==> src/logic/swp_pkg.sv <==
// Purpose: shared constants and types for the single-wire push-pull master
// Assumes: 25 MHz pclk, 20 kHz push bit rate
// Notes: all offsets, field positions, reset values and counts live here
package swp_pkg;

  // clock and slot timing
  localparam int CLK_MHZ = 25;
  localparam int BIT_RATE_HZ = 20000;
  localparam int SLOT_NS = 1000000000 / (2 * BIT_RATE_HZ);
  localparam int SLOT_CYC = SLOT_NS * CLK_MHZ / 1000;
  localparam int EOF_TOL_PCT = 1;
  localparam int SLOT_MIN_CYC = (SLOT_CYC * (100 - EOF_TOL_PCT) + 99) / 100;
  localparam int SLOT_MAX_CYC = SLOT_CYC * (100 + EOF_TOL_PCT) / 100;
  localparam int TMR_W = 10;
  localparam logic [TMR_W-1:0] SLOT_LAST = TMR_W'(SLOT_CYC - 1);
  localparam logic [TMR_W-1:0] SLOT_MID = TMR_W'(SLOT_CYC / 2 - 1);
  localparam logic [10:0] EDGE_MIN = 11'(SLOT_MIN_CYC);
  localparam logic [10:0] EDGE_MAX = 11'(SLOT_MAX_CYC);

  // frame layout, counted in time slots
  localparam int DATA_BITS = 5;
  localparam int ADDR_BITS = 3;
  localparam int PULL_BITS = 3;
  localparam logic [4:0] START_LAST = 5'h02;
  localparam logic [4:0] SYNC_LAST = 5'h01;
  localparam logic [4:0] PUSH_LAST = 5'(2 * (DATA_BITS + ADDR_BITS) - 1);
  localparam logic [4:0] PULL_LAST = 5'(PULL_BITS - 1);
  localparam logic [4:0] EOF_LAST = 5'h07;
  localparam logic [3:0] EOF_EDGES_MIN = 4'h4;

  // register offsets
  localparam logic [7:0] OFS_DATA = 8'h00;
  localparam logic [7:0] OFS_CTRL = 8'h04;
  localparam logic [7:0] OFS_STAT = 8'h08;

  // control field positions and reset values
  localparam int CTRL_TX_EN = 0;
  localparam int CTRL_RX_EN = 1;
  localparam logic [1:0] CTRL_RST = 2'h0;
  localparam logic [7:0] DATA_RST = 8'h00;

  // status field positions
  localparam int STAT_BUSY = 0;
  localparam int STAT_DONE = 1;
  localparam int STAT_VALID = 2;
  localparam int STAT_CODE_ERR = 3;
  localparam int STAT_EOF_ERR = 4;

  // frame sequencer states, gray along the frame
  typedef enum logic [2:0] {
    ST_IDLE = 3'b000,
    ST_START = 3'b001,
    ST_PSYNC = 3'b011,
    ST_PUSH = 3'b010,
    ST_PULLSYNC = 3'b110,
    ST_PULL = 3'b111,
    ST_EOF = 3'b101
  } swp_state_e;

endpackage

==> src/logic/swp_slot_timer.sv <==
// Purpose: time slot strobes for the frame sequencer
// Assumes: restart is a one-cycle pulse at frame launch
// Notes: slot_mid marks the receive sample point
`timescale 1ns/10ps
module swp_slot_timer
  import swp_pkg::*;
(
  // clock and reset
  input wire logic pclk,
  input wire logic presetn,
  // control
  input wire logic restart,
  input wire logic run,
  // slot strobes
  output logic slot_mid,
  output logic slot_end
);

  logic [TMR_W-1:0] cnt;

  always_ff @(posedge pclk or negedge presetn)
  begin
    if (!presetn)
    begin
      cnt <= '0;
    end
    else if (restart || !run || cnt == SLOT_LAST)
    begin
      cnt <= '0;
    end
    else
    begin
      cnt <= cnt + 1'b1;
    end
  end

  assign slot_mid = run && (cnt == SLOT_MID);
  assign slot_end = run && (cnt == SLOT_LAST);

endmodule // swp_slot_timer

==> src/logic/swp_master.sv <==
// Purpose: single-wire push-pull bus master with APB register access
// Assumes: slave drives pull data and end-of-frame on the receive pin
// Notes: one frame at a time; data writes during a frame are dropped
//
// How it works
// - a data write launches a frame when the sequencer is idle and transmit is enabled
// - start holds the line low for three time slots
// - push sync follows the start as biphase zero
// - five push data bits follow the sync, biphase coded
// - three push address bits follow the data, biphase coded
// - data byte low five bits are data, top three bits address
// - master sends pull sync as biphase one after last address bit
// - pull data is NRZ, one bit sampled mid-slot per slot
// - received pull bits land in the data register low byte
// - each push bit spans two slots, zero high-low, one low-high
// - receive path is cut off during the whole push field
// - push leaves on the transmit pin, pull enters on the receive pin
// - three address bits reach at most eight slaves
// - slot lasts half a 20 kHz push bit
// - frame valid only with a good code and a square wave end
//
// The register offsets and the APB slave port were chosen for this implementation.
`timescale 1ns/10ps
module swp_master
  import swp_pkg::*;
(
  // clock and reset
  input wire logic pclk,
  input wire logic presetn,
  // apb slave
  input wire logic psel,
  input wire logic penable,
  input wire logic pwrite,
  input wire logic [7:0] paddr,
  input wire logic [31:0] pwdata,
  output logic [31:0] prdata,
  output logic pready,
  output logic pslverr,
  // serial pins
  output logic serial_out_pin,
  input wire logic serial_in_pin
);

  function automatic logic hit(input logic [7:0] a, input logic [7:0] ofs);
    hit = (a == ofs);
  endfunction

  function automatic logic [4:0] last_slot(input swp_state_e s);
    unique case (s)
      ST_START: last_slot = START_LAST;
      ST_PSYNC: last_slot = SYNC_LAST;
      ST_PUSH: last_slot = PUSH_LAST;
      ST_PULLSYNC: last_slot = SYNC_LAST;
      ST_PULL: last_slot = PULL_LAST;
      default: last_slot = EOF_LAST;
    endcase
  endfunction

  swp_state_e state;
  logic [4:0] slot_idx;
  logic [7:0] push_byte;
  logic [PULL_BITS-1:0] pull_shift;
  logic [7:0] pull_data;
  logic [1:0] ctrl;
  logic done;
  logic frame_valid;
  logic code_err;
  logic eof_err;
  logic rx_s1;
  logic rx_s2;
  logic rx_prev;
  logic rx_active;
  logic rx_path;
  logic rx_edge;
  logic [10:0] ecnt;
  logic seen_edge;
  logic [3:0] good_edges;
  logic eof_bad;
  logic slot_mid;
  logic slot_end;
  logic launch;
  logic acc;
  logic wr_data;
  logic rd_data;
  logic mapped;
  logic push_bit;
  logic next_tx;
  logic code_ok;
  logic eof_done;

  ////////////////////////////////////////////////////////////////////////////
  // apb decode

  assign acc = psel && penable;
  assign mapped = hit(paddr, OFS_DATA) || hit(paddr, OFS_CTRL)
                  || hit(paddr, OFS_STAT);
  assign wr_data = acc && pwrite && hit(paddr, OFS_DATA);
  assign rd_data = acc && !pwrite && hit(paddr, OFS_DATA);
  assign pready = 1'b1;
  assign pslverr = acc && !mapped;
  assign launch = wr_data && ctrl[CTRL_TX_EN] && (state == ST_IDLE);

  always_ff @(posedge pclk or negedge presetn)
  begin
    if (!presetn)
    begin
      prdata <= '0;
    end
    else if (psel && !penable && !pwrite)
    begin
      if (hit(paddr, OFS_DATA))
      begin
        prdata <= {24'h000000, pull_data};
      end
      else if (hit(paddr, OFS_CTRL))
      begin
        prdata <= {30'h0, ctrl};
      end
      else if (hit(paddr, OFS_STAT))
      begin
        prdata <= {27'h0, eof_err, code_err, frame_valid, done,
                   state != ST_IDLE};
      end
      else
      begin
        prdata <= '0;
      end
    end
  end

  always_ff @(posedge pclk or negedge presetn)
  begin
    if (!presetn)
    begin
      ctrl <= CTRL_RST;
    end
    else if (acc && pwrite && hit(paddr, OFS_CTRL))
    begin
      ctrl <= pwdata[1:0];
    end
  end

  // push byte only taken at launch, busy writes dropped
  always_ff @(posedge pclk or negedge presetn)
  begin
    if (!presetn)
    begin
      push_byte <= DATA_RST;
    end
    else if (launch)
    begin
      push_byte <= pwdata[7:0];
    end
  end

  ////////////////////////////////////////////////////////////////////////////
  // frame sequencer

  swp_slot_timer u_timer (
    .pclk(pclk),
    .presetn(presetn),
    .restart(launch),
    .run(state != ST_IDLE),
    .slot_mid(slot_mid),
    .slot_end(slot_end)
  );

  assign eof_done = slot_end && (state == ST_EOF) && (slot_idx == EOF_LAST);

  always_ff @(posedge pclk or negedge presetn)
  begin
    if (!presetn)
    begin
      state <= ST_IDLE;
      slot_idx <= '0;
    end
    else if (launch)
    begin
      state <= ST_START;
      slot_idx <= '0;
    end
    else if (slot_end && state != ST_IDLE)
    begin
      if (slot_idx == last_slot(state))
      begin
        slot_idx <= '0;
        unique case (state)
          ST_START: state <= ST_PSYNC;
          ST_PSYNC: state <= ST_PUSH;
          ST_PUSH: state <= ST_PULLSYNC;
          ST_PULLSYNC: state <= ST_PULL;
          ST_PULL: state <= ST_EOF;
          default: state <= ST_IDLE;
        endcase
      end
      else
      begin
        slot_idx <= slot_idx + 1'b1;
      end
    end
  end

  assign push_bit = push_byte[slot_idx[3:1]];

  always_comb
  begin
    unique case (state)
      ST_IDLE: next_tx = 1'b1;
      ST_START: next_tx = 1'b0;
      ST_PSYNC: next_tx = (slot_idx == '0);
      ST_PUSH: next_tx = push_bit ^ !slot_idx[0];
      ST_PULLSYNC: next_tx = (slot_idx != '0);
      ST_PULL: next_tx = 1'b1;
      ST_EOF: next_tx = 1'b1;
      default: next_tx = 1'b1;
    endcase
  end

  always_ff @(posedge pclk or negedge presetn)
  begin
    if (!presetn)
    begin
      serial_out_pin <= 1'b1;
    end
    else
    begin
      serial_out_pin <= next_tx;
    end
  end

  ////////////////////////////////////////////////////////////////////////////
  // receive path

  always_ff @(posedge pclk or negedge presetn)
  begin
    if (!presetn)
    begin
      rx_s1 <= 1'b1;
      rx_s2 <= 1'b1;
      rx_prev <= 1'b1;
    end
    else
    begin
      rx_s1 <= serial_in_pin;
      rx_s2 <= rx_s1;
      rx_prev <= rx_path;
    end
  end

  assign rx_active = ctrl[CTRL_RX_EN] && (state == ST_PULL || state == ST_EOF);
  assign rx_path = rx_active ? rx_s2 : 1'b1;
  assign rx_edge = rx_path != rx_prev;
  assign code_ok = (pull_shift != '1) && (pull_shift != '0);

  always_ff @(posedge pclk or negedge presetn)
  begin
    if (!presetn)
    begin
      pull_shift <= '0;
      pull_data <= DATA_RST;
    end
    else if (state == ST_PULL && slot_mid)
    begin
      pull_shift <= {rx_path, pull_shift[PULL_BITS-1:1]};
    end
    else if (state == ST_PULL && slot_end && slot_idx == PULL_LAST)
    begin
      pull_data <= {{(8 - PULL_BITS){1'b0}}, pull_shift};
    end
  end

  // end-of-frame edge spacing check
  always_ff @(posedge pclk or negedge presetn)
  begin
    if (!presetn)
    begin
      ecnt <= '0;
      seen_edge <= 1'b0;
      good_edges <= '0;
      eof_bad <= 1'b0;
    end
    else if (state != ST_EOF)
    begin
      ecnt <= '0;
      seen_edge <= 1'b0;
      good_edges <= '0;
      eof_bad <= 1'b0;
    end
    else if (rx_edge)
    begin
      ecnt <= '0;
      seen_edge <= 1'b1;
      if (seen_edge && ecnt >= EDGE_MIN && ecnt <= EDGE_MAX)
      begin
        good_edges <= (good_edges == '1) ? good_edges : good_edges + 1'b1;
      end
      else if (seen_edge)
      begin
        eof_bad <= 1'b1;
      end
    end
    else if (ecnt != '1)
    begin
      ecnt <= ecnt + 1'b1;
    end
  end

  ////////////////////////////////////////////////////////////////////////////
  // frame status

  always_ff @(posedge pclk or negedge presetn)
  begin
    if (!presetn)
    begin
      frame_valid <= 1'b0;
      code_err <= 1'b0;
      eof_err <= 1'b0;
    end
    else if (launch)
    begin
      frame_valid <= 1'b0;
      code_err <= 1'b0;
      eof_err <= 1'b0;
    end
    else if (eof_done)
    begin
      frame_valid <= code_ok && !eof_bad
                     && good_edges >= EOF_EDGES_MIN;
      code_err <= !code_ok;
      eof_err <= eof_bad || good_edges < EOF_EDGES_MIN;
    end
  end

  // done is set at frame end, cleared by a data read; set wins
  always_ff @(posedge pclk or negedge presetn)
  begin
    if (!presetn)
    begin
      done <= 1'b0;
    end
    else if (eof_done)
    begin
      done <= 1'b1;
    end
    else if (rd_data)
    begin
      done <= 1'b0;
    end
  end
endmodule // swp_master

==> config.mk <==
export PLATFORM = sky130hd
export DESIGN_NAME = swp_master
export DESIGN_NICKNAME = d
export VERILOG_FILES = /design/src/logic/swp_pkg.sv /design/src/logic/swp_slot_timer.sv /design/src/logic/swp_master.sv
export SDC_FILE = /design/constraint.sdc
export NUM_CORES = 1
export LEC_CHECK = 0
export BUFFER_PORTS_ARGS = -buffer_cell sky130_fd_sc_hd__buf_2
export CAP_MARGIN = 20
export CORE_MARGIN = 10
export CORE_UTILIZATION = 45
export CTS_CLUSTER_DIAMETER = 50
export DETAILED_ROUTE_END_ITERATION = 8
export PLACE_DENSITY = 0.73
export SLEW_MARGIN = 20
export SYNTH_ARGS = -nofsm -noshare
export SYNTH_HDL_FRONTEND = slang
export SYNTH_HIERARCHICAL = 1
export SYNTH_SLANG_ARGS = --single-unit
==> constraint.sdc <==
create_clock -name pclk -period 2.11 [get_ports pclk]
set_input_delay 0.211 -clock pclk [delete_from_list [all_inputs] [get_ports pclk]]
set_output_delay 0.211 -clock pclk [all_outputs]
set_load 0.005 [all_outputs]
Yosys cells after proc, flatten, opt, wreduce, memory -nomap -nowiden
Cells that the tools add are included.
- register bits after elaboration: 91
- latch bits: 0
- bits in writable memories: 0
- memory bits (read-only): 0
- input port bits: 46
- output and inout port bits: 35
- word-level logic and storage cells: 148
- memories: 0
- add/subtract/negate cells: 4
- $mul: 0
- divide/modulo/power cells: 0
- magnitude comparators: 5
- equality and inequality tests: 20
- shift operators: 0
- mux-type cells: 39
- bitwise operators: 2
- reduce and logical (&&, ||, !) cells: 58
- operators by type and width (operator ; number):
    5-bit two-way mux ; 8
    11-bit two-way mux ; 3
    1-bit logical AND ; 25
    1-bit two-way mux ; 16
    4-bit two-way mux ; 4
    3-bit case mux with 5 select lines ; 1
    2-bit nonzero test ; 7
    4-bit case mux with 3 select lines ; 1
    11-bit by 1-bit adder with 11-bit output (second input constant) ; 1
    11-bit by 10-bit greater-or-equal comparator with 1-bit output (second input constant) ; 1
    11-bit by 10-bit <= comparator with 1-bit output (second input constant) ; 1
    11-bit inequality test (second input constant) ; 1
    10-bit by 1-bit adder with 10-bit output (second input constant) ; 1
    10-bit == test (second input constant) ; 1
    10-bit by 9-bit == test with 1-bit output (second input constant) ; 1
    10-bit two-way mux ; 1
    3-bit == test (second input constant) ; 3
    3-bit two-way mux ; 3
    3-bit nonzero test ; 3
    8-bit by 3-bit == test with 1-bit output (second input constant) ; 1
    8-bit by 4-bit == test with 1-bit output (second input constant) ; 1
    8-bit logical NOT ; 1
    1-bit logical NOT ; 7
    3-bit by 2-bit == test with 1-bit output (second input constant) ; 2
    other kinds (24) ; 34

Logic depth before layout (Yosys ltp)
- word-level depth: 10
- gate-level depth with buffers: 11
- depth with buffers taken out: 10

Hierarchy
The synthesis kept the hierarchy.
- modules (own cells, without submodules) (module ; instances ; cells each ; area an instance (µm²) ; seq. area each (µm²)):
    swp_master ; 1 ; 333 ; 3044.2 ; 1356.3
    swp_slot_timer ; 1 ; 58 ; 573.0 ; 250.2

Worst setup path before layout
Ideal clock, no wire load.
- path type: reg-to-reg
- start point: reg u_timer.cnt[2]
- end point: reg state[0]
- setup time: 0.125 ns
- arrival: 2.167 ns
- data required time: 1.985 ns
- slack: -0.182 ns
- stages on the path, launching flop included: 9
- buffers on the path: 0
- clock period less this slack: 2.292 ns
- cells stage by stage: dfrtp_1 or4b_4 nor3_1 o31ai_1 nor2_1 o21ai_0 a21oi_1 o21a_1 o21ai_1
- cells in the longest elaborated chain, start to end: 5
- RTL lines (item ; RTL line ; text):
    start: declaration ; swp_slot_timer.sv:19 ; logic [TMR_W-1:0] cnt;
    start signal: assignment ; swp_slot_timer.sv:33 ; cnt <= cnt + 1'b1;
    10-bit == test ; swp_slot_timer.sv:38 ; assign slot_end = run && (cnt == SLOT_LAST);
    1-bit logical AND ; swp_slot_timer.sv:38 ;
    named net slot_end ; swp_master.sv:80 ; logic slot_end;
    1-bit logical AND ; swp_master.sv:182 ; else if (slot_end && state != ST_IDLE)
    2-bit nonzero test (no line) ; n/a ;
    2-bit AND reduction (no line) ; n/a ;
    end signal: assignment ; swp_master.sv:188 ; ST_START: state <= ST_PSYNC;
    end signal: assignment ; swp_master.sv:189 ; ST_PSYNC: state <= ST_PUSH;
    end signal: assignment ; swp_master.sv:190 ; ST_PUSH: state <= ST_PULLSYNC;
    end: declaration ; swp_master.sv:59 ; swp_state_e state;
The timed path passes the listed nets, and every way through them passes these cells.
A chain may end at the register's enable or synchronous reset.

Worst setup path in the final report
- start point: reg state[0]
- end point: reg pull_data[1]
- cells in the longest elaborated chain, start to end: 5
- elaborated cells on any way between the ends: 9
- those cells by class: eq/ne: 1; bitwise: 1; reduce/logical: 7
- RTL lines (item ; RTL line ; text):
    start signal: assignment ; swp_master.sv:174 ; state <= ST_IDLE;
    start signal: assignment ; swp_master.sv:179 ; state <= ST_START;
    start signal: assignment ; swp_master.sv:188 ;
    3-bit nonzero test ; swp_master.sv:163 ; .run(state != ST_IDLE),
    1-bit logical AND ; swp_slot_timer.sv:37 ; assign slot_mid = run && (cnt == SLOT_MID);
    named net slot_mid ; swp_master.sv:79 ; logic slot_mid;
    1-bit logical AND ; swp_master.sv:262 ; else if (state == ST_PULL && slot_mid)
    1-bit inverter (no line) ; n/a ;
    2-bit AND reduction (no line) ; n/a ;
    end signal: assignment ; swp_master.sv:268 ; pull_data <= {{(8 - PULL_BITS){1'b0}}, pull_shift};
    end: declaration ; swp_master.sv:63 ; logic [7:0] pull_data;
The timed path passes the listed nets, and every way through them passes these cells.

==> reports/results.txt <==
antenna violation net count after detailed routing = 0
Pre-antenna DRT Iters = 4
CP Data Required Time = 2.33 ns
syn_area_per_cell = 9.251 µm²
Final Non-Filler Cells = 557
Sw Share = 22.22%
max_slew headroom = 64.59%
pre-CTS setup slack = -0.08180 ns
Routed WL per cell = 14.24 µm
most frequent cells in the layout = dfrtp_1 (60), nand2_1 (53), nor2_1 (37), buf_4 (33)
Net Sw Power = 0.0005352 W
via count = 2,871
GRT Total Usage = 13.26%
Async SR Flop Fraction = 100.0%
CTS root buffer = clkbuf_8
area delta synth->final = 18.78%
crit path buf inv count = 4
Synth cell types = 55
WHS Endpoint = push_byte[7]
Seq cells post-synth = 64
GP Congestion = 0.8485
port bufs = 28
Crit path max-delay family = simple AND/OR/NAND/NOR gates
commonest non-fill, non-tap cell in the layout = dfrtp_1
Worst-Skew Late Latency = 0.34 ns
die width = 109.7 µm
Placed Cells incl. Taps = 534
core area = 7767 µm²
Final Instance Area = 4297 µm²
Leak = 2.021 nW
worst path cell trace = nor3_1 -> buf_4 -> inv_2 -> nand3b_1 -> nor4_1 -> buf_4 -> nor4_2 -> buf_4 -> mux2_4
Min Hold Slack = 0.07099 ns
combinational fraction of design power = 3.7%
min-delay worst type = in2reg
clock tree buffer depth = 2
Clock power frac = 45.2%
Worst Setup End Kind = flip-flop
top_reg_cell synth = dfrtp_1
antenna violations before repair = 0
Crit Path Max Fanout = 4
hold path cells = 3
H-tree depth = 3
first-pass GRT wire length = 12,980 µm
final hold vios = 0
Final period util = 98.77%
Cell Int Power = 0.001874 W
GRT overflow = 0
routed wire length = 7930 µm
number of remaining DRC errors = 0
Crit path top cell by count = buf_4
Slew Viols, Final = 0
Worst-Margin Slew = 0.5293 ns
fin crit period = 2.084 ns
Die Span Y = 109.7 µm
Final Skew = 0.008185 ns
placed inst area = 3964 µm²
CP peak stage delay = 0.39 ns
Iter 0 DRT Violations = 195
critical register-to-register path endpoint = pull_data[1]
outcome = finished clean
maximum vdd drop = 0.0004085 V
Core Rows = 32
Via density = 5.154
hpwl dp = 5723 µm
FMAX = 479.8 MHz
Syn Inst Count = 391
setup violators final = 0
n_diodes = 0
Setup Crit Path Kind = reg2reg
Critical Path AT = 2.31 ns
Sequential Power Share = 51.2%
final core utilization = 55.32%
Worst Setup Start Kind = flip-flop
final worst slack = 0.02587 ns
Top Ports = 81
Initial Util = 46.57%
Synth Cell Area = 3617 µm²
reg-to-reg slack, setup = 0.03 ns
crit path from = state[0]
Cell Pwr Density = 560.6 nW/µm²
register area share after synthesis = 44.41%
max-cap violations = 0
worst r2r src = state[0]
cts bufs inserted = 9
RSZ-0062 raised after global routing = true
Yosys Warn Count = 6
R2R cell count = 9
Post-synth EDFFs = 0
CTS tree = built
clk slew on worst S/H paths = 0.07 ns
worst min-delay path startpoint = pwdata[7]
vias in the first global route = 2,857
CP max-delay cell = dfrtp_1
Sink Count = 64
largest net degree at the start of global routing = 65
layout cells sized above 1 = 24.40%
full die area = 12,020 µm²
net count reported at finish = 503
routing by layer:
metal  wire [µm]  up-vias  global-route usage (%)
li1            -     1415                       -
met5           0        -                       0
met2        3770       82                   21.72
met1        3538     1358                   16.37
met3         471       16                   3.452
met4         150        0                   5.204
worst max-delay path by stage:
| stage | to | slack, ns | cells past startpoint |
|---|---|---|---|
| floorplan | state[0] | 0.02 | 8 |
| global placement | state[0] | -0.06 | 8 |
| detailed placement | state[0] | -0.08 | 8 |
| CTS | pull_data[2] | 0.0002 | 9 |
| global route | state[0] | -0.07 | 8 |
| finish | pull_data[1] | 0.03 | 9 |
repair_timing:
item	in CTS	in global routing
setup buffers	2	3
pin swaps	4	5
setup endpoints to repair	13	16
hold buffers	2	0
endpoints found under the hold margin	61	0
cloned	0	0
gates resized for setup	1	17
cell families after synthesis:
family	share of synthesized area, %
AND/OR/NAND/NOR	23.28
flip-flops	44.41
AO/OA/AOI/OAI	10.90
buffers and inverters	8.751
multiplexers	5.915
XOR/XNOR	4.116
adder cells (fa/ha/maj)	2.421
other	0.2076
power groups by stage:
stage	registers [W]	logic, W	clock network, W
6_report	0.00123	0.0000880	0.00109
4_1_cts	0.00123	0.0000878	0.00111
3_5_place_dp	0.00126	0.0000845	0
5_1_grt	0.00123	0.000101	0.00115
2_1_floorplan	0.00126	0.0000651	0
3_3_place_gp	0.00126	0.0000830	0
final cells by class:
class / instances / area [µm²]
Tap cell: 102 / 127.6
Clock inverter: 2 / 37.54
Multi-Input combinational cell: 298 / 1878
Inverter: 12 / 45.04
Timing Repair Buffer: 65 / 439.2
Fill cell: 704 / 3471
Sequential cell: 64 / 1607
Clock buffer: 14 / 162.7
per-stage QoR:
step	TNS, ns	total power [W]
2_1_floorplan	0	0.001321
3_3_place_gp	-0.3215	0.001339
3_5_place_dp	-0.5581	0.001341
4_1_cts	0	0.002433
5_1_grt	-0.3263	0.002485
6_report	0	0.002409
worst reg2reg max path: stages, from the launching register on:
cell and delay, ns:
dfrtp_1 0.39, nor3_1 0.20, buf_4 0.17, inv_2 0.06, nand3b_1 0.17, nor4_1 0.09, buf_4 0.15, nor4_2 0.25
buf_4 0.18, mux2_4 0.31
Yosys cell counts (all sizes together) (2+ instances only):
cell | n | area, µm²
xnor2 | 10 | 87.58
a211oi | 3 | 22.52
o21ai | 16 | 80.08
nor3b | 3 | 22.52
dfstp | 4 | 105.1
nor4 | 7 | 50.05
conb | 2 | 7.510
and3 | 9 | 60.06
ha | 7 | 87.58
nand3b | 3 | 22.52
nand4 | 6 | 37.54
nand3 | 16 | 80.08
and2 | 5 | 31.28
nor3 | 9 | 45.04
or4b | 2 | 23.77
dfrtp | 60 | 1501
mux2 | 7 | 78.83
o31ai | 6 | 45.04
clkbuf | 11 | 42.54
a21oi | 17 | 85.08
o21bai | 2 | 15.01
xor2 | 7 | 61.31
nand2b | 4 | 25.02
buf | 32 | 229.0
a311oi | 2 | 35.04
nor2 | 38 | 142.6
nand2 | 54 | 202.7
or4 | 2 | 15.01
or3 | 4 | 25.02
inv | 12 | 45.04
nor2b | 3 | 18.77
a31oi | 4 | 25.02
mux2i | 9 | 90.09
mux4 | 2 | 45.04
sequential cells by signal (all words and copies together) (netlist names), 2 cells and up:
| signal | cells |
|---|---|
| ctrl | 2 |
| ecnt | 11 |
| good_edges | 4 |
| prdata | 5 |
| pull_data | 3 |
| pull_shift | 3 |
| push_byte | 8 |
| slot_idx | 5 |
| state | 3 |
| u_timer/cnt | 10 |
Power figures use the tool's default switching activity.
